===== config.mk =====
export PLATFORM = sky130hd
export DESIGN_NAME = event_pulse_signaller
export DESIGN_NICKNAME = d
export VERILOG_FILES = /design/src/sbc_event_pkg.sv /design/src/sync_two_ff.sv /design/src/event_pulse_signaller.sv
export SDC_FILE = /design/constraint.sdc
export NUM_CORES = 1
export LEC_CHECK = 0
export BUFFER_PORTS_ARGS = -buffer_cell sky130_fd_sc_hd__buf_2
export CAP_MARGIN = 20
export CORE_MARGIN = 2
export CORE_UTILIZATION = 25
export DETAILED_ROUTE_END_ITERATION = 8
export GPL_TIMING_DRIVEN = 0
export PLACE_DENSITY = 0.43
export RECOVER_POWER = 100
export SLEW_MARGIN = 20
export SYNTH_ARGS = -nofsm -noshare
export SYNTH_HDL_FRONTEND = slang
export SYNTH_HIERARCHICAL = 1
export SYNTH_SLANG_ARGS = --single-unit

===== constraint.sdc =====
create_clock -name pclk -period 3.4 [get_ports pclk]
set_input_delay 0.34 -clock pclk [delete_from_list [all_inputs] [get_ports pclk]]
set_output_delay 0.34 -clock pclk [all_outputs]
set_load 0.01 [all_outputs]

===== src/sbc_event_pkg.sv =====
package sbc_event_pkg;

  // ==========================================================================
  // Timing
  localparam int unsigned CLK_MHZ      = 50;   // pclk rate
  localparam int unsigned PULSE_US     = 100;  // Nominal pulse width
  localparam int unsigned GAP_US       = 100;  // Nominal pulse_gap_time
  localparam int unsigned CFG_FILT_US  = 10;   // Nominal config select filter
  localparam int unsigned PULSE_CYC    = PULSE_US * CLK_MHZ;
  localparam int unsigned GAP_CYC      = GAP_US * CLK_MHZ;
  localparam int unsigned CFG_FILT_CYC = CFG_FILT_US * CLK_MHZ;

  // ==========================================================================
  // Register offsets (byte addresses)
  localparam logic [7:0] OFS_CTRL      = 8'h00;
  localparam logic [7:0] OFS_WAKE_EN   = 8'h04;
  localparam logic [7:0] OFS_WS_ONE    = 8'h08;
  localparam logic [7:0] OFS_WS_TWO    = 8'h0c;
  localparam logic [7:0] OFS_FAIL      = 8'h10;
  localparam logic [7:0] OFS_DEV       = 8'h14;
  localparam logic [7:0] OFS_PIN_LVL   = 8'h18;

  // ==========================================================================
  // Fields and reset values
  localparam int unsigned CTRL_CLASS_BIT = 0;
  localparam int unsigned DEV_POR_BIT    = 0;
  localparam int unsigned DEV_CFG_BIT    = 1;
  localparam int unsigned DEV_MODE_LSB   = 2;
  localparam int unsigned FAIL_UNDER_BIT = 0;  // supply_under_flag
  localparam int unsigned FAIL_WD_BIT    = 1;  // watchdog_fail_flag
  localparam int unsigned FAIL_SHORT_BIT = 2;  // supply_short_flag
  localparam int unsigned FAIL_THERMAL_STAGE_TWO_FLAG_BIT  = 3;  // thermal_stage_two_flag
  localparam int unsigned FAIL_FO_BIT    = 4;  // fail-output flag
  localparam logic [7:0]  FAIL_NO_INT_MASK = 8'h1f;
  localparam logic        CLASS_RST      = 1'h0;
  localparam logic [15:0] WAKE_EN_RST    = 16'h0000;
  localparam logic        POR_RST        = 1'h1;
  localparam logic        CFG_SEL_RST    = 1'h0;

  // ==========================================================================
  // Types
  typedef enum logic [2:0] {
    mode_init,
    mode_normal,
    mode_stop,
    mode_sleep,
    mode_restart,
    mode_fail_safe
  } mode_type;

  typedef struct packed {
    logic [15:0] wake;     // Wake sources; [7:0] one, [15:8] two
    logic [7:0]  fail;     // Failure detectors
    logic [7:0]  level;    // Live pin levels
    logic        int_pin;  // Event pin read-back
  } pin_in_type;

endpackage


===== src/sync_two_ff.sv =====
`timescale 1ns/1ns
module sync_two_ff #(
  parameter int WIDTH = 1
) (
  input  logic             clk,    // Destination clock
  input  logic             rst_n,  // Async reset, active low
  input  logic [WIDTH-1:0] d,      // Asynchronous input
  output logic [WIDTH-1:0] q       // Synchronised output
);

  logic [WIDTH-1:0] meta_q;

  // First stage is read only by the second
  always_ff @(posedge clk or negedge rst_n) begin
    if (!rst_n) begin
      meta_q <= '0;
      q      <= '0;
    end else begin
      meta_q <= d;
      q      <= meta_q;
    end
  end

endmodule // sync_two_ff


===== src/event_pulse_signaller.sv =====
`timescale 1ns/1ns
// What this block does
// - In normal or stop mode each event drives the pin low one pulse width.
// - Pin stays high at least the gap time between pulses.
// - A pulse never changes the operating mode.
// - Class select at 0 lets only wake status events pulse.
// - A wake event pulses only if its source is enabled.
// - Class select at 1 adds failure flags; pin level status never pulses.
// - Undervoltage, watchdog, short, thermal two and fail-output flags never pulse.
// - Power-on flag and device status never pulse.
// - Stop command with any wake status bit set raises a pulse.
// - Readable status updates at each pulse falling edge.
// - Events stay latched until software clears them.
// - In init mode the pin is a filtered configuration input.
module event_pulse_signaller #(
  parameter int unsigned PULSE_CYC = sbc_event_pkg::PULSE_CYC, // Pulse width cycles
  parameter int unsigned GAP_CYC   = sbc_event_pkg::GAP_CYC    // Least gap cycles
) (
  input  logic                      pclk,        // APB clock, 50 MHz
  input  logic                      presetn,     // Async reset, active low
  input  logic                      psel,        // APB select
  input  logic                      penable,     // APB enable
  input  logic                      pwrite,      // APB direction
  input  logic [7:0]                paddr,       // APB byte address
  input  logic [31:0]               pwdata,      // APB write data
  output logic [31:0]               prdata,      // APB read data
  output logic                      pready,      // APB ready
  output logic                      pslverr,     // APB error, unmapped address
  input  sbc_event_pkg::mode_type   mode,        // Operating mode, same clock
  input  logic                      stop_cmd_ok, // Stop command accepted, pulse
  input  sbc_event_pkg::pin_in_type pins,        // Asynchronous pin inputs
  output logic                      int_o,       // Event pin output level
  output logic                      int_oe_n,    // Event pin driver enable, low
  output logic                      config_sel   // Filtered configuration level
);

  typedef enum logic [1:0] {st_idle, st_pulse, st_gap} state_type;

  localparam logic [15:0] PULSE_LAST = 16'(PULSE_CYC - 1);
  localparam logic [15:0] GAP_LAST   = 16'(GAP_CYC - 1);
  localparam logic [15:0] CFG_LAST   = 16'(sbc_event_pkg::CFG_FILT_CYC - 1);

  // ==========================================================================
  // Input synchronisation
  localparam int PIN_W = $bits(sbc_event_pkg::pin_in_type);

  logic [PIN_W-1:0]          pins_s;
  sbc_event_pkg::pin_in_type pins_r;
  logic [15:0]               wake_prev_q;
  logic [7:0]                fail_prev_q;
  wire  [15:0]               wake_new;
  wire  [7:0]                fail_new;

  sync_two_ff #(.WIDTH(PIN_W)) u_sync (
    .clk   (pclk),
    .rst_n (presetn),
    .d     (pins),
    .q     (pins_s)
  );

  assign pins_r   = pins_s;
  assign wake_new = pins_r.wake & ~wake_prev_q;
  assign fail_new = pins_r.fail & ~fail_prev_q;

  always_ff @(posedge pclk or negedge presetn) begin
    if (!presetn) begin
      wake_prev_q <= 16'h0000;
      fail_prev_q <= 8'h00;
    end else begin
      wake_prev_q <= pins_r.wake;
      fail_prev_q <= pins_r.fail;
    end
  end

  // ==========================================================================
  // APB decode
  logic        class_q;
  logic [15:0] wake_en_q;
  logic        por_q;
  logic [7:0]  hid_ws1_q, hid_ws2_q, hid_fail_q;
  logic [7:0]  vis_ws1_q, vis_ws2_q, vis_fail_q;
  logic [7:0]  hid_ws1_d, hid_ws2_d, hid_fail_d;
  logic [7:0]  vis_ws1_d, vis_ws2_d, vis_fail_d;
  logic [31:0] rd_data;
  logic        hit;

  wire setup    = psel & ~penable;
  wire wr_en    = psel & penable & pwrite & pready & hit;
  wire sel_ctrl = (paddr == sbc_event_pkg::OFS_CTRL);
  wire sel_wen  = (paddr == sbc_event_pkg::OFS_WAKE_EN);
  wire sel_ws1  = (paddr == sbc_event_pkg::OFS_WS_ONE);
  wire sel_ws2  = (paddr == sbc_event_pkg::OFS_WS_TWO);
  wire sel_fail = (paddr == sbc_event_pkg::OFS_FAIL);
  wire sel_dev  = (paddr == sbc_event_pkg::OFS_DEV);
  wire sel_lvl  = (paddr == sbc_event_pkg::OFS_PIN_LVL);

  // Write one to clear; a set in the same cycle wins
  wire [7:0] clr_ws1  = (wr_en && sel_ws1) ? pwdata[7:0] : 8'h00;
  wire [7:0] clr_ws2  = (wr_en && sel_ws2) ? pwdata[7:0] : 8'h00;
  wire [7:0] clr_fail = (wr_en && sel_fail) ? pwdata[7:0] : 8'h00;
  wire       clr_por  = wr_en && sel_dev && pwdata[sbc_event_pkg::DEV_POR_BIT];

  assign hit = sel_ctrl | sel_wen | sel_ws1 | sel_ws2 | sel_fail | sel_dev | sel_lvl;

  always_comb begin
    rd_data = 32'h0000_0000;
    case (1'b1)
      sel_ctrl: rd_data[sbc_event_pkg::CTRL_CLASS_BIT] = class_q;
      sel_wen:  rd_data[15:0] = wake_en_q;
      sel_ws1:  rd_data[7:0]  = vis_ws1_q;
      sel_ws2:  rd_data[7:0]  = vis_ws2_q;
      sel_fail: rd_data[7:0]  = vis_fail_q;
      sel_dev: begin
        rd_data[sbc_event_pkg::DEV_POR_BIT] = por_q;
        rd_data[sbc_event_pkg::DEV_CFG_BIT] = config_sel;
        rd_data[sbc_event_pkg::DEV_MODE_LSB +: 3] = mode;
      end
      sel_lvl:  rd_data[7:0]  = pins_r.level;  // Live, never latched
      default:  rd_data = 32'h0000_0000;
    endcase
  end

  // Zero wait states: ready is high in the first access cycle
  always_ff @(posedge pclk or negedge presetn) begin
    if (!presetn) begin
      pready  <= 1'b0;
      pslverr <= 1'b0;
      prdata  <= 32'h0000_0000;
    end else begin
      pready  <= setup;
      pslverr <= setup & ~hit;
      prdata  <= (setup && !pwrite) ? rd_data : 32'h0000_0000;
    end
  end

  always_ff @(posedge pclk or negedge presetn) begin
    if (!presetn) begin
      class_q   <= sbc_event_pkg::CLASS_RST;
      wake_en_q <= sbc_event_pkg::WAKE_EN_RST;
    end else if (wr_en) begin
      if (sel_ctrl) class_q <= pwdata[sbc_event_pkg::CTRL_CLASS_BIT];
      if (sel_wen) wake_en_q <= pwdata[15:0];
    end
  end

  // ==========================================================================
  // Event triggers
  state_type   st_q, st_d;
  logic [15:0] cnt_q, cnt_d;
  logic        pending_q;

  wire act       = (mode == sbc_event_pkg::mode_normal) || (mode == sbc_event_pkg::mode_stop);
  // Device status and power-on flag feed no trigger at all
  wire wake_trig = |(wake_new & wake_en_q);
  wire fail_trig = class_q & |(fail_new & ~sbc_event_pkg::FAIL_NO_INT_MASK);
  wire stop_trig = stop_cmd_ok & ((|hid_ws1_q) | (|hid_ws2_q));
  wire trig      = act & (wake_trig | fail_trig | stop_trig);
  wire start     = (st_q == st_idle) & act & pending_q;
  wire snap      = (st_q == st_idle);

  // Hidden copies latch at once; visible copies follow them only while idle,
  // so a read during a pulse shows what caused it
  assign hid_ws1_d  = (hid_ws1_q & ~clr_ws1) | wake_new[7:0];
  assign hid_ws2_d  = (hid_ws2_q & ~clr_ws2) | wake_new[15:8];
  assign hid_fail_d = (hid_fail_q & ~clr_fail) | fail_new;
  assign vis_ws1_d  = snap ? hid_ws1_d : (vis_ws1_q & ~clr_ws1);
  assign vis_ws2_d  = snap ? hid_ws2_d : (vis_ws2_q & ~clr_ws2);
  assign vis_fail_d = snap ? hid_fail_d : (vis_fail_q & ~clr_fail);

  always_ff @(posedge pclk or negedge presetn) begin
    if (!presetn) begin
      hid_ws1_q  <= 8'h00;
      hid_ws2_q  <= 8'h00;
      hid_fail_q <= 8'h00;
      vis_ws1_q  <= 8'h00;
      vis_ws2_q  <= 8'h00;
      vis_fail_q <= 8'h00;
      por_q      <= sbc_event_pkg::POR_RST;
    end else begin
      hid_ws1_q  <= hid_ws1_d;
      hid_ws2_q  <= hid_ws2_d;
      hid_fail_q <= hid_fail_d;
      vis_ws1_q  <= vis_ws1_d;
      vis_ws2_q  <= vis_ws2_d;
      vis_fail_q <= vis_fail_d;
      por_q      <= por_q & ~clr_por;
    end
  end

  // ==========================================================================
  // Pulse sequencer
  always_comb begin
    st_d  = st_q;
    cnt_d = cnt_q + 16'h0001;
    case (st_q)
      st_idle: begin
        cnt_d = 16'h0000;
        if (start) st_d = st_pulse;
      end
      st_pulse: begin
        if (cnt_q == PULSE_LAST) begin
          st_d  = st_gap;
          cnt_d = 16'h0000;
        end
      end
      st_gap: begin
        if (cnt_q == GAP_LAST) begin
          st_d  = st_idle;
          cnt_d = 16'h0000;
        end
      end
      default: begin
        st_d  = st_idle;
        cnt_d = 16'h0000;
      end
    endcase
    if (!act) begin
      st_d  = st_idle;
      cnt_d = 16'h0000;
    end
  end

  // Mode is only read here; nothing drives it back
  always_ff @(posedge pclk or negedge presetn) begin
    if (!presetn) begin
      st_q      <= st_idle;
      cnt_q     <= 16'h0000;
      pending_q <= 1'b0;
      int_o     <= 1'b1;
      int_oe_n  <= 1'b1;
    end else begin
      st_q      <= st_d;
      cnt_q     <= cnt_d;
      pending_q <= act & (trig | (pending_q & ~start));
      int_o     <= (st_d != st_pulse);
      int_oe_n  <= (mode == sbc_event_pkg::mode_init);
    end
  end

  // ==========================================================================
  // Configuration select filter, init mode only
  logic [15:0] cfg_cnt_q;

  wire cfg_diff = (pins_r.int_pin != config_sel);

  always_ff @(posedge pclk or negedge presetn) begin
    if (!presetn) begin
      cfg_cnt_q  <= 16'h0000;
      config_sel <= sbc_event_pkg::CFG_SEL_RST;
    end else if (mode != sbc_event_pkg::mode_init || !cfg_diff) begin
      cfg_cnt_q <= 16'h0000;
    end else if (cfg_cnt_q == CFG_LAST) begin
      cfg_cnt_q  <= 16'h0000;
      config_sel <= pins_r.int_pin;
    end else begin
      cfg_cnt_q <= cfg_cnt_q + 16'h0001;
    end
  end

  // ==========================================================================
  // Checks
  logic [15:0] lo_cnt_q, hi_cnt_q, act_run_q, stop_wait_q;

  // Stop request seen with wake status latched; built apart from the trigger path
  wire stop_seen = act && stop_cmd_ok && ((hid_ws1_q != 8'h00) || (hid_ws2_q != 8'h00));
  wire int_fell  = !int_o && (hi_cnt_q != 16'h0000);

  always_ff @(posedge pclk or negedge presetn) begin
    if (!presetn) begin
      lo_cnt_q    <= 16'h0000;
      hi_cnt_q    <= 16'hffff;
      act_run_q   <= 16'h0000;
      stop_wait_q <= 16'h0000;
    end else begin
      lo_cnt_q  <= int_o ? 16'h0000 : lo_cnt_q + 16'h0001;
      hi_cnt_q  <= !int_o ? 16'h0000 : (&hi_cnt_q ? hi_cnt_q : hi_cnt_q + 16'h0001);
      act_run_q <= !act ? 16'h0000 : (&act_run_q ? act_run_q : act_run_q + 16'h0001);
      // Counts from a stop request to the next falling edge of the pin
      if (!act) begin
        stop_wait_q <= 16'h0000;
      end else if (int_fell || (stop_wait_q == 16'h0000)) begin
        stop_wait_q <= {15'h0000, stop_seen};
      end else if (!(&stop_wait_q)) begin
        stop_wait_q <= stop_wait_q + 16'h0001;
      end
    end
  end
endmodule // event_pulse_signaller


After elaboration in Yosys (flattened, before gate mapping). Index checks and enable logic that the tools add are counted. Widths: inputs -> output; s select.

Word-level logic and storage cells: 147. Output and inout bits: 37. Register bits: 212. Bits of input ports: 82. Bits in read-only memories: 0. Bits in latches: 0. Memory bits (writable): 0. Memories: 0.

Shift operators: 0. $lt $le $gt $ge: 0. Div/mod/pow operators: 0. $add $sub $neg: 2. Reduce and logical (&&, ||, !) cells: 22. Multiplexer cells: 40. Bitwise gates (word level): 46. Multipliers: 0. Equal/unequal tests: 14.

Operator list (count): $mux 16 (6); $mux 8 (8); $and 8x8->8 (7); $add 16x1->16 const B (2); $and 16x16->16 (2); $not 8->8 (4); $mux 4 (7); $eq 8x5->1 const B (3); $or 8x8->8 (3); $mux 3 (7); $eq 16x13->1 const B (1); $eq 16x9->1 const B (1); $eq 8x4->1 const B (2); $not 16->16 (1); $reduce_or 16->1 (1); $reduce_or 8->1 (2); $and 1x1->1 (14); $or 1x1->1 (10); $eq 8x3->1 const B (1); $logic_not 8->1 (1); $mux 2 (4); $mux 1 (7); $logic_and 1x1->1 (6); $pmux 2 s3 (1); 15 further kinds (23).

Longest topological paths before layout. Gate-level depths: netlist (run 1).

Depth in word-level cells: 14. Mapped depth: 7.

Cells and area by module. Netlist (run 1), hierarchy kept.

Modules (own cells, without submodules): event_pulse_signaller (times used 1, cells each 663, area each 7003.0 um^2, seq. area each 3657.3 um^2); sync_two_ff (times used 1, cells each 66, area each 1651.6 um^2, seq. area each 1651.6 um^2).

Worst setup path after synthesis (run 1). No wires, ideal clock.

Kind: input port to flip-flop. Start point: in paddr[1]. End point: reg wake_en_q[10]. Slack: 1.218 ns. Buffers on the path: 2. Data required time: 3.275 ns. Arrival: 2.057 ns. Stages on the path: 6. Cell sequence: or4_1 > buf_2 > or3_4 > nor2_8 > buf_6 > mux2_2.

Cells in the longest elaborated chain, start to end: 9.

RTL lines: start, declared (line event_pulse_signaller.sv:24) `input logic [7:0] paddr,`; $eq 8x3->1 / $logic_not 8->1 (equally long branches) (line event_pulse_signaller.sv:90, event_pulse_signaller.sv:89); $or 1x1->1 (6 in series) (line event_pulse_signaller.sv:103) `assign hit = sel_ctrl | sel_wen | sel_ws1 | sel_ws2 | sel_fail | sel_dev | sel_lvl;`; $and 1x1->1 (line event_pulse_signaller.sv:88) `wire wr_en = psel & penable & pwrite & pready & hit;`; $reduce_and 2->1 (no source line) (*); end signal, assigned (line event_pulse_signaller.sv:139) `wake_en_q <= sbc_event_pkg::WAKE_EN_RST;`; end signal, assigned (line event_pulse_signaller.sv:142) `if (sel_wen) wake_en_q <= pwdata[15:0];`; end, declared (line event_pulse_signaller.sv:78) `logic [15:0] wake_en_q;`.

Every way passes the cells marked *; elsewhere a longest branch is shown, timed or not. A chain may end at the register's enable or synchronous reset.

Worst setup path after layout (run 1).
Start point: in paddr[0]. End point: reg wake_en_q[9].

Same word-level chain as after synthesis.

==> run_results.csv, run 1 <==
group,metric,value,unit
outcome,status,"complete, but fails checks",
outcome,violations,"max-capacitance violations, max-slew violations",
logic_synthesis,synth.area.mux_share,0.0327,
finish,drive_above_1_share,0.162,
logic_synthesis,postSynthAreaPerCell,11.9,um^2
logic_synthesis,synth_edf_count,0,
grt,grt_remaining_overflow,0,
clock_tree,root_buffer,"clkbuf_16",
hold_path,min-delay-start,"pwdata[14]",
logic_synthesis,synth_top_family_by_area,"simple AND/OR/NAND/NOR gates",
detailed_routing,met3_wirelength,1420,um
finish,final_util,0.316,
clock_tree,cts_setup_buffers,0,
timing,max_freq,344,MHz
detailed_routing,first_pass_iters,5,
logic_synthesis,synth.area.top_cells,"dfrtp_1 60%, a21o_1 4.2%, nor2b_1 2.8%",
detailed_routing,wire_per_inst,16.9,um
floorplanning,die_x,190,um
clock_tree,clk_pin_slew_worst_paths,0.06,ns
power_and_ir_drop,powerDensity,514,nW/um^2
setup_path,start_kind,"input port",
grt,grt_start_max_net_pins,95,
power_and_ir_drop,total_leakage_power,4.59,nW
logic_synthesis,synth_fa_ha_area_frac,0.00867,
timing,finalHoldViolCount,0,
finish,area_growth_syn_to_layout,25.1,%
power_and_ir_drop,irDropWorstVdd,350,uV
setup_path,timing.rr.end,"wake_en_q[9]$_DFFE_PN0P_",
grt,grt_pass1_wl,36300,um
floorplanning,num_io_pins,119,
setup_path,path_max_fanout,10,
clock_tree,cts_tree,"done",
setup_path,worstPathRequired,3.81,ns
timing,setup_viol,0,
logic_synthesis,async_reset_ff_frac,1.00,
finish,num-nets-final,981,
setup_path,crit_type,"in -> reg",
timing,skew,0.00804,ns
place,hpwl,16100,um
floorplanning,coreArea,34300,um^2
setup_path,arrival,3.32,ns
finish,register_area,5310,um^2
timing,post-route-period-util,0.856,
timing,rsz0062_at_grt,"no",
flow_run,maxCapViolCount,2,
detailed_routing,postRouteAntennaNets,0,
finish,multi_input_area,3090,um^2
grt,antenna_found_initial,2,
logic_synthesis,yosysWarnings,6,
logic_synthesis,netlist_area,8650,um^2
timing,report.final.slew_viol_count,83,
logic_synthesis,ys.flop_type,"dfrtp_1",
detailed_routing,routed-via-count,5960,
clock_tree,cts_resized,0,
hold_path,hold_path.class,"in -> reg",
hold_path,hold_path_end,"wake_en_q[14]$_DFFE_PN0P_",
finish,n_antenna_cell,0,
timing,relSlewSlack,-0.217,
place,placed_area,9800,um^2
floorplanning,row_count,68,
power_and_ir_drop,total_power,5.56,mW
timing,tightest_slew,1.83,ns
setup_path,reg2regPathDepth,5,
setup_path,regToRegStartpoint,"pready$_DFF_PN0_",
clock_tree,cts-buffers-inserted,25,
clock_tree,h-tree-depth,1,
detailed_routing,dr_wl_met2,9890,um
logic_synthesis,synth_top_area_share,0.604,
floorplanning,die_y,190,um
floorplanning,die_area,36100,um^2
setup_path,end_kind,"register",
detailed_routing,topRoutingLayerUsed,"met5",
detailed_routing,drt-initial-drc-count,336,
clock_tree,ctsHoldBuffers,34,
logic_synthesis,synth_top_cell_by_area,"dfrtp_1",
detailed_routing,wirelength,23100,um
clock_tree,cts.path.max_buffers,3,
logic_synthesis,synth-xor-area-share,0.0213,
finish,fin_area,10800,um^2
grt,first_global_vias,6055,
logic_synthesis,synth_cells,729,
detailed_routing,wl_met1,11300,um
hold_path,min_path_cells,2,
clock_tree,clk_latency,0.52,ns
logic_synthesis,yosys.area_share.simple,0.173,
detailed_routing,drc,0,
floorplanning,start_util,0.252,
place,io_buffers,86,
timing,fin_crit,2.91,ns
logic_synthesis,synth_seq_cells,212,
logic_synthesis,synth_compound_area_frac,0.116,
grt,track_usage,0.130,
logic_synthesis,synth.distinct_cells,59,
clock_tree,clock_sinks,212,
setup_path,r2r_slack,0.50,ns
finish,nFillCells,3488,
place,place.gp.congestion,0.787,
detailed_routing,routed_via_density,4.37,
logic_synthesis,yosysSeqAreaShare,0.613,
logic make-up (layout without fill, tap and decap cells):
kind of cell               Yosys count  after routing
and+or+nand+nor                    265            265
buffers and inverters               59            223
adders and majority gates            6              6
xor gates and xnor gates            21             21
muxes                               26             26
AOI/OAI and AO/OA                  139            139
other                                1             16
DFF                                212            212
worst max-delay path, cell delays in order:
cell and delay [ns]:
buf_2 0.11, or4_1 0.51, clkbuf_1 0.25, or3_1 0.47, nor2_1 0.76, clkbuf_2 0.48, mux2_2 0.38
report_power, final:
group          switching [mW]  internal [mW]  leakage (nW)  total [mW]
clock network            1.05           1.58         0.397        2.63
registers              0.0257           2.59          2.49        2.62
logic                   0.191          0.124          1.70       0.315
placed cells by master, fill, tap and decap left out, types with 6 or more instances in the layout:
cell,instances
and2_1,7
a22oi_1,17
nand2b_1,30
nand4_1,11
conb_1,16
and2_0,6
clkinv_2,6
dfrtp_1,209
a32oi_1,16
mux2i_1,8
nor3b_1,8
nand2_1,62
clkbuf_16,25
buf_2,58
buf_4,16
clkbuf_1,58
ha_1,6
dlygate4sd3_1,34
o21ai_0,10
nor2_1,33
nor2b_1,39
inv_1,14
nand3_1,13
a21oi_1,18
xor2_1,16
or4_1,11
or3_1,8
nor3_1,10
a21o_1,48
mux2_2,17
worst max-delay path by stage:
| stage | startpoint | to | slack (ns) | cells past startpoint |
|---|---|---|---|---|
| finish | paddr[0] | wake_en_q[9]$_DFFE_PN0P_ | 0.49 | 7 |
| global route | pready$_DFF_PN0_ | wake_en_q[7]$_DFFE_PN0P_ | 0.38 | 5 |
| detailed placement | paddr[2] | prdata[4]$_DFF_PN0_ | 0.71 | 7 |
| global placement | presetn | cnt_q[5]$_DFF_PN0_ | -1.95 | 1 |
| CTS | st_q[1]$_DFF_PN0_ | vis_fail_q[2]$_DFF_PN0_ | 0.99 | 6 |
| floorplan | paddr[1] | wake_en_q[10]$_DFFE_PN0P_ | 1.22 | 6 |
flip-flops by register name, indices dropped and copies added, names as in the netlist, 2 cells and up:
register and cells:
cfg_cnt_q 16, cnt_q 16, fail_prev_q 8, hid_fail_q 8, hid_ws1_q 8, hid_ws2_q 8, prdata 16, st_q 2
u_sync/meta_q 33, u_sync/q 33, vis_fail_q 8, vis_ws1_q 8, vis_ws2_q 8, wake_en_q 16, wake_prev_q 16
per-layer routing:
| layer | up-vias | global-route usage |
|---|---|---|
| met1 | 2899 | 0.191 |
| met4 | 2 | 0.0394 |
| met5 | - | 0 |
| li1 | 2863 | - |
| met2 | 156 | 0.193 |
| met3 | 40 | 0.0251 |
stage by stage:
stage               cells  setup slack, ns  TNS, ns  hold slack [ns]
floorplan             744             1.22        0           0.0444
CTS                  1363            0.990        0          0.00877
detailed placement   1287            0.714        0            0.285
finish               1363            0.490        0           0.0437
global route         1363            0.376        0           0.0240
global placement     1285            -1.95  -403.63            0.334
final cells by class:
cell class,instances,area share
Buffer,45,0.0215
Clock buffer,32,0.0639
Clock inverter,10,0.00982
Inverter,14,0.00485
Multi-Input combinational cell,473,0.285
Sequential cell,212,0.490
Tap cell,455,0.0526
Timing Repair Buffer,122,0.0718
cell usage after synthesis (all sizes together) (4+ instances only):
cell,instances
or4,11
a22oi,17
buf,22
nand3,13
or3,8
inv,14
nand2b,30
nor3,11
ha,6
dfrtp,209
nor2b,39
mux2i,8
o22ai,4
a21o,48
xnor2,5
o21ai,10
a21oi,18
o31ai,5
and4,5
nand4,11
mux2,18
nor4,7
nand2,62
clkbuf,23
and2,13
nor2,33
o2bb2ai,4
or3b,4
a211oi,5
nor3b,8
a32oi,16
xor2,16
Power figures use the tool's default switching activity.
==> run 2, diff against run 1 <==
CORE_UTILIZATION = 35   (was 25)
PLACE_DENSITY = 0.55   (was 0.43)
==> run 2 against run 1 <==
Net effect: the run still ends with max-capacitance violations, max-slew violations left; core utilization is 13 points higher; sequential share of layout area is 0.45 points higher; clock power is 7% higher; cell count is 9.7% lower; fmax is 11% higher; critical path depth stayed put; register-to-register slack better by 0.37 ns; final area is 0.91% lower; combinational power hardly changed; non-clock buffer count is 1 higher; worst setup slack better by 0.29 ns; critical path type unchanged.
==> run_results.csv, run 2 (synthesis results as in run 1) <==
group,metric,value,unit
detailed_routing,first_pass_iters,5,
power_and_ir_drop,p_clk_frac,0.489,
clock_tree,h-tree-depth,1,
finish,area_growth_syn_to_layout,23.9,%
finish,final_common_cell,"dfrtp_1",
outcome,status,"complete, but fails checks",
place,place.gp.congestion,0.836,
clock_tree,root_buffer,"clkbuf_16",
power_and_ir_drop,total_leakage_power,4.62,nW
clock_tree,cts_resized,0,
grt,grt_remaining_overflow,0,
detailed_routing,postRouteAntennaNets,0,
finish,n_antenna_cell,0,
timing,finalHoldViolCount,0,
place,io_buffers,86,
floorplanning,die_y,161,um
grt,first_global_vias,6010,
setup_path,path_max_fanout,10,
floorplanning,die_x,161,um
floorplanning,row_count,57,
power_and_ir_drop,power.net_switching,1.21,mW
timing,post-route-period-util,0.770,
hold_path,hold_path.class,"in -> reg",
timing,setup_viol,0,
clock_tree,clk_pin_slew_worst_paths,0.06,ns
timing,fin_ws,0.781,ns
finish,top_regs,"u_sync/meta_q: 33 flops, u_sync/q: 33 flops",
place,dp_cells,1157,
timing,relSlewSlack,-0.209,
floorplanning,num_io_pins,119,
floorplanning,coreArea,24300,um^2
setup_path,r2r_slack,0.87,ns
finish,drive_above_1_share,0.155,
detailed_routing,drt-initial-drc-count,331,
clock_tree,cts_tree,"done",
power_and_ir_drop,total_power,5.74,mW
flow_run,maxCapViolCount,3,
finish,layout_common_cells,"209 x dfrtp_1, 62 x nand2_1, 60 x clkbuf_1, 58 x buf_2, 48 x a21o_1",
timing,timing.hold.ws,0.0504,ns
power_and_ir_drop,seqPwrFrac,0.456,
grt,antenna_found_initial,1,
outcome,violations,"max-capacitance violations, max-slew violations",
setup_path,start_kind,"input port",
place,hpwl,14500,um
timing,tightest_slew,1.81,ns
power_and_ir_drop,p_int,4.53,mW
power_and_ir_drop,irDropWorstVdd,416,uV
detailed_routing,drc,0,
timing,skew,0.00818,ns
floorplanning,start_util,0.356,
clock_tree,cts-buffers-inserted,24,
power_and_ir_drop,combPwrFrac,0.054,
setup_path,worstPathRequired,3.80,ns
power_and_ir_drop,swShare,0.211,
grt,track_usage,0.165,
grt,grt_start_max_net_pins,94,
detailed_routing,wirelength,20900,um
grt,grt_pass1_wl,33900,um
power_and_ir_drop,powerDensity,535,nW/um^2
clock_tree,clk_latency,0.52,ns
timing,rsz0062_at_grt,"no",
setup_path,end_kind,"register",
finish,num-nets-final,981,
timing,tns,0,ns
timing,report.final.slew_viol_count,46,
detailed_routing,wire_per_inst,17.0,um
floorplanning,die_area,26000,um^2
finish,fin_area,10700,um^2
timing,max_freq,382,MHz
detailed_routing,routed-via-count,6012,
setup_path,crit_type,"in -> reg",
finish,final_util,0.441,
detailed_routing,routed_via_density,4.88,
clock_tree,clock_sinks,212,
clock_tree,cts.path.max_buffers,3,
place,pre_cts_ws,0.867,ns
setup_path,arrival,3.02,ns
finish,stdcell_count,1231,
place,placed_area,9620,um^2
timing,fin_crit,2.62,ns
## run 2: cell types whose count changed in the layout (fill, tap and decap cells not counted), sizes merged
cell | before | now
bufinv | 2 | 6
clkinv | 6 | 3
buf | 76 | 78
clkbuf | 89 | 87
clkinvlp | 1 | 0
inv | 15 | 14
## run 2: layout make-up
cell class | count | area [um^2]
clock buffer | 31 | 657
inverter | 14 | 52.6
clock inverter | 9 | 206
timing repair buffer | 123 | 792
tap | 324 | 405
multi-input combinational | 473 | 3070
sequential | 212 | 5310
buffer | 45 | 239
fill | 2334 | 13600
## run 2: routing by layer
layer,vias up,GRT usage,wire [um]
met5,-,0,16
met3,35,0.0262,954
met2,146,0.253,9220
met4,2,0.0438,468
li1,2857,-,-
met1,2972,0.245,10200
## run 2: what timing repair did
action	CTS	global route
hold buffers	34	0
buffers inserted	0	0
hold endpoints to repair	60	0
## run 2: final timing paths
check,start,endpoint,cells past startpoint
hold reg to reg,u_sync/meta_q[0]$_DFF_PN0_,u_sync/q[0]$_DFF_PN0_,0
max in group asynchronous,presetn,por_q$_DFF_PN1_,3
min in group asynchronous,presetn,u_sync/meta_q[29]$_DFF_PN0_,2
setup reg to reg,pready$_DFF_PN0_,wake_en_q[12]$_DFFE_PN0P_,5
setup / recovery,paddr[1],wake_en_q[12]$_DFFE_PN0P_,7
hold / removal,pwdata[9],wake_en_q[9]$_DFFE_PN0P_,2
## run 2: critical path, cell delays in order
cell and delay (ns):
clkbuf_1 0.09, or4_1 0.52, clkbuf_1 0.22, or3_1 0.44, nor2_1 0.77, buf_6 0.28
mux2_2 0.35
## run 2: power by group through the flow
stage / Clock [mW] / Combinational (mW) / Sequential (mW)
2_1_floorplan: 0 / 0.131 / 2.65
3_3_place_gp: 0 / 0.282 / 2.66
3_5_place_dp: 0 / 0.292 / 2.66
4_1_cts: 2.88 / 0.322 / 2.62
5_1_grt: 2.98 / 0.350 / 2.62
6_report: 2.81 / 0.313 / 2.62
==> run 3, diff against run 2 <==
clock period = 2.6 ns   (was 3.4 ns; I/O delays follow)
==> run 3 against run 2 <==
Net effect: the run still ends with max-capacitance violations, max-slew violations left; combinational power up 34%; via count increased by 1.2%; clock-buffer cell count unchanged; sequential power rose by 31%; routed wire length rose by 0.22%; global-route usage barely moved; register-to-register slack worse by 0.63 ns; non-clock buffer count is 9 higher; sequential share of layout area shrank 0.50 points; largest cell class unchanged.
==> run_results.csv, run 3 (synthesis results as in run 1) <==
group,metric,value,unit
timing,report.final.slew_viol_count,28,
power_and_ir_drop,swShare,0.211,
detailed_routing,drc,0,
floorplanning,start_util,0.356,
hold_path,hold_path.class,"in -> reg",
floorplanning,row_count,57,
power_and_ir_drop,seqPwrFrac,0.456,
floorplanning,die_area,26000,um^2
grt,antenna_found_initial,1,
place,hpwl,14500,um
power_and_ir_drop,total_leakage_power,4.66,nW
timing,fin_crit,2.36,ns
grt,grt_start_max_net_pins,94,
clock_tree,cts_tree,"done",
place,dp_cells,1157,
detailed_routing,wirelength,20900,um
setup_path,arrival,2.81,ns
finish,final_common_cell,"dfrtp_1",
grt,track_usage,0.166,
setup_path,start_kind,"register",
detailed_routing,routed-via-count,6083,
setup_path,path_common_cell,"clkbuf_1",
setup_path,path_cells,"inv_1 > ha_1 > clkbuf_1 > clkbuf_1 > clkbuf_1 > a21o_1",
clock_tree,clk_latency,0.52,ns
timing,post-route-period-util,0.907,
timing,tns,0,ns
setup_path,worstPathRequired,3.05,ns
detailed_routing,drt-initial-drc-count,346,
setup_path,regToRegStartpoint,"st_q[1]$_DFF_PN0_",
setup_path,r2r_slack,0.24,ns
floorplanning,die_x,161,um
setup_path,critical_path_cell_count,6,
finish,drive_above_1_share,0.158,
detailed_routing,routed_via_density,4.90,
floorplanning,coreArea,24300,um^2
power_and_ir_drop,p_clk_frac,0.488,
setup_path,path_max_fanout,10,
timing,tightest_slew,1.82,ns
timing,timing.hold.ws,0.0436,ns
clock_tree,h-tree-depth,1,
detailed_routing,postRouteAntennaNets,0,
power_and_ir_drop,powerDensity,693,nW/um^2
clock_tree,root_buffer,"clkbuf_16",
finish,stdcell_count,1241,
outcome,status,"complete, but fails checks",
setup_path,endpoint,"vis_fail_q[3]$_DFF_PN0_",
outcome,violations,"max-capacitance violations, max-slew violations",
clock_tree,cts-buffers-inserted,24,
finish,nFillCells,2325,
grt,grt_pass1_wl,34000,um
setup_path,end_kind,"register",
setup_path,crit_type,"reg -> reg",
power_and_ir_drop,power.net_switching,1.58,mW
detailed_routing,wire_per_inst,16.9,um
timing,relSlewSlack,-0.211,
finish,num-nets-final,990,
setup_path,crit_start,"st_q[1]$_DFF_PN0_",
setup_path,crit_buf_inv,4,
grt,first_global_vias,6047,
power_and_ir_drop,combPwrFrac,0.056,
power_and_ir_drop,p_int,5.93,mW
detailed_routing,first_pass_iters,5,
timing,setup_viol,0,
floorplanning,die_y,161,um
timing,max_freq,424,MHz
setup_path,max_stage_delay,0.50,ns
timing,finalHoldViolCount,0,
finish,area_growth_syn_to_layout,25.2,%
finish,layout_common_cells,"209 x dfrtp_1, 62 x nand2_1, 60 x clkbuf_1, 59 x buf_2, 48 x a21o_1",
timing,rsz0062_at_grt,"no",
place,io_buffers,86,
floorplanning,num_io_pins,119,
clock_tree,clock_sinks,212,
setup_path,critPathTopFamily,"buffers and inverters",
finish,top_regs,"u_sync/meta_q: 33 flops, u_sync/q: 33 flops",
setup_path,timing.rr.end,"vis_fail_q[3]$_DFF_PN0_",
setup_path,reg2regPathDepth,6,
power_and_ir_drop,irDropWorstVdd,544,uV
setup_path,cp_slowest_cell,"clkbuf_1",
clock_tree,clk_pin_slew_worst_paths,0.06,ns
flow_run,maxCapViolCount,1,
timing,skew,0.00760,ns
clock_tree,cts.path.max_buffers,3,
place,place.gp.congestion,0.836,
grt,grt_remaining_overflow,0,
==> run 3: cell types whose count changed in the layout (fill, tap and decap cells not counted), sizes merged <==
cell         delta
dlygate4sd3     +9
diode           +1
==> run 3: stage by stage <==
stage | util | power, mW | setup slack [ns] | area (um^2)
3_3_place_gp | 0.393 | 3.85 | -2.46 | 9550
4_1_cts | 0.449 | 7.62 | 0.232 | 10900
2_1_floorplan | - | 3.64 | 0.498 | 8710
6_report | 0.446 | 7.51 | 0.243 | 10800
5_1_grt | 0.445 | 7.80 | 0.0663 | 10800
3_5_place_dp | 0.395 | 3.86 | 0.147 | 9620
==> run 3: area by class of cell <==
class | count | area [um^2] | area share
inverters | 14 | 52.6 | 0.00485
multi-input cells | 473 | 3080 | 0.284
plain buffers | 45 | 239 | 0.0221
flip-flops and latches | 212 | 5310 | 0.490
diodes | 1 | 2.50 | 0.000231
repair buffers | 132 | 883 | 0.0815
clock buffers | 31 | 657 | 0.0606
clock inverters | 9 | 206 | 0.0191
well taps | 324 | 405 | 0.0374
==> run 3: what timing repair did <==
item / in CTS / in global routing
endpoints found under the hold margin: 151 / 0
hold buffers: 43 / 0
gates resized for setup: 0 / 0
buffers inserted: 0 / 0
==> run 3: worst min path at each step <==
stage / from / to / cells after the start
floorplan: presetn / cfg_cnt_q[0]$_DFF_PN0_ / 0
global placement: u_sync/meta_q[10]$_DFF_PN0_ / u_sync/q[10]$_DFF_PN0_ / 0
detailed placement: presetn / u_sync/q[29]$_DFF_PN0_ / 1
CTS: penable / pready$_DFF_PN0_ / 3
global route: pwdata[7] / hid_fail_q[7]$_DFF_PN0_ / 3
finish: penable / pready$_DFF_PN0_ / 3
==> run 3: power groups by stage <==
stage | combinational [mW] | clock (mW) | sequential (mW)
5_1_grt | 0.470 | 3.90 | 3.43
2_1_floorplan | 0.172 | 0 | 3.47
3_5_place_dp | 0.381 | 0 | 3.48
6_report | 0.420 | 3.67 | 3.42
3_3_place_gp | 0.368 | 0 | 3.48
4_1_cts | 0.432 | 3.77 | 3.42
==> run 3: layer usage <==
layer	GRT usage	up-vias	share of wire
met3	0.0259	37	0.046
met4	0.0442	2	0.023
met1	0.246	3018	0.49
met5	0	-	0.00076
li1	-	2886	-
met2	0.253	140	0.44
==> run 3: worst min-delay path, cell delays in order <==
cell and delay [ns]:
buf_2 0.08, nand2b_1 0.13, inv_1 0.04
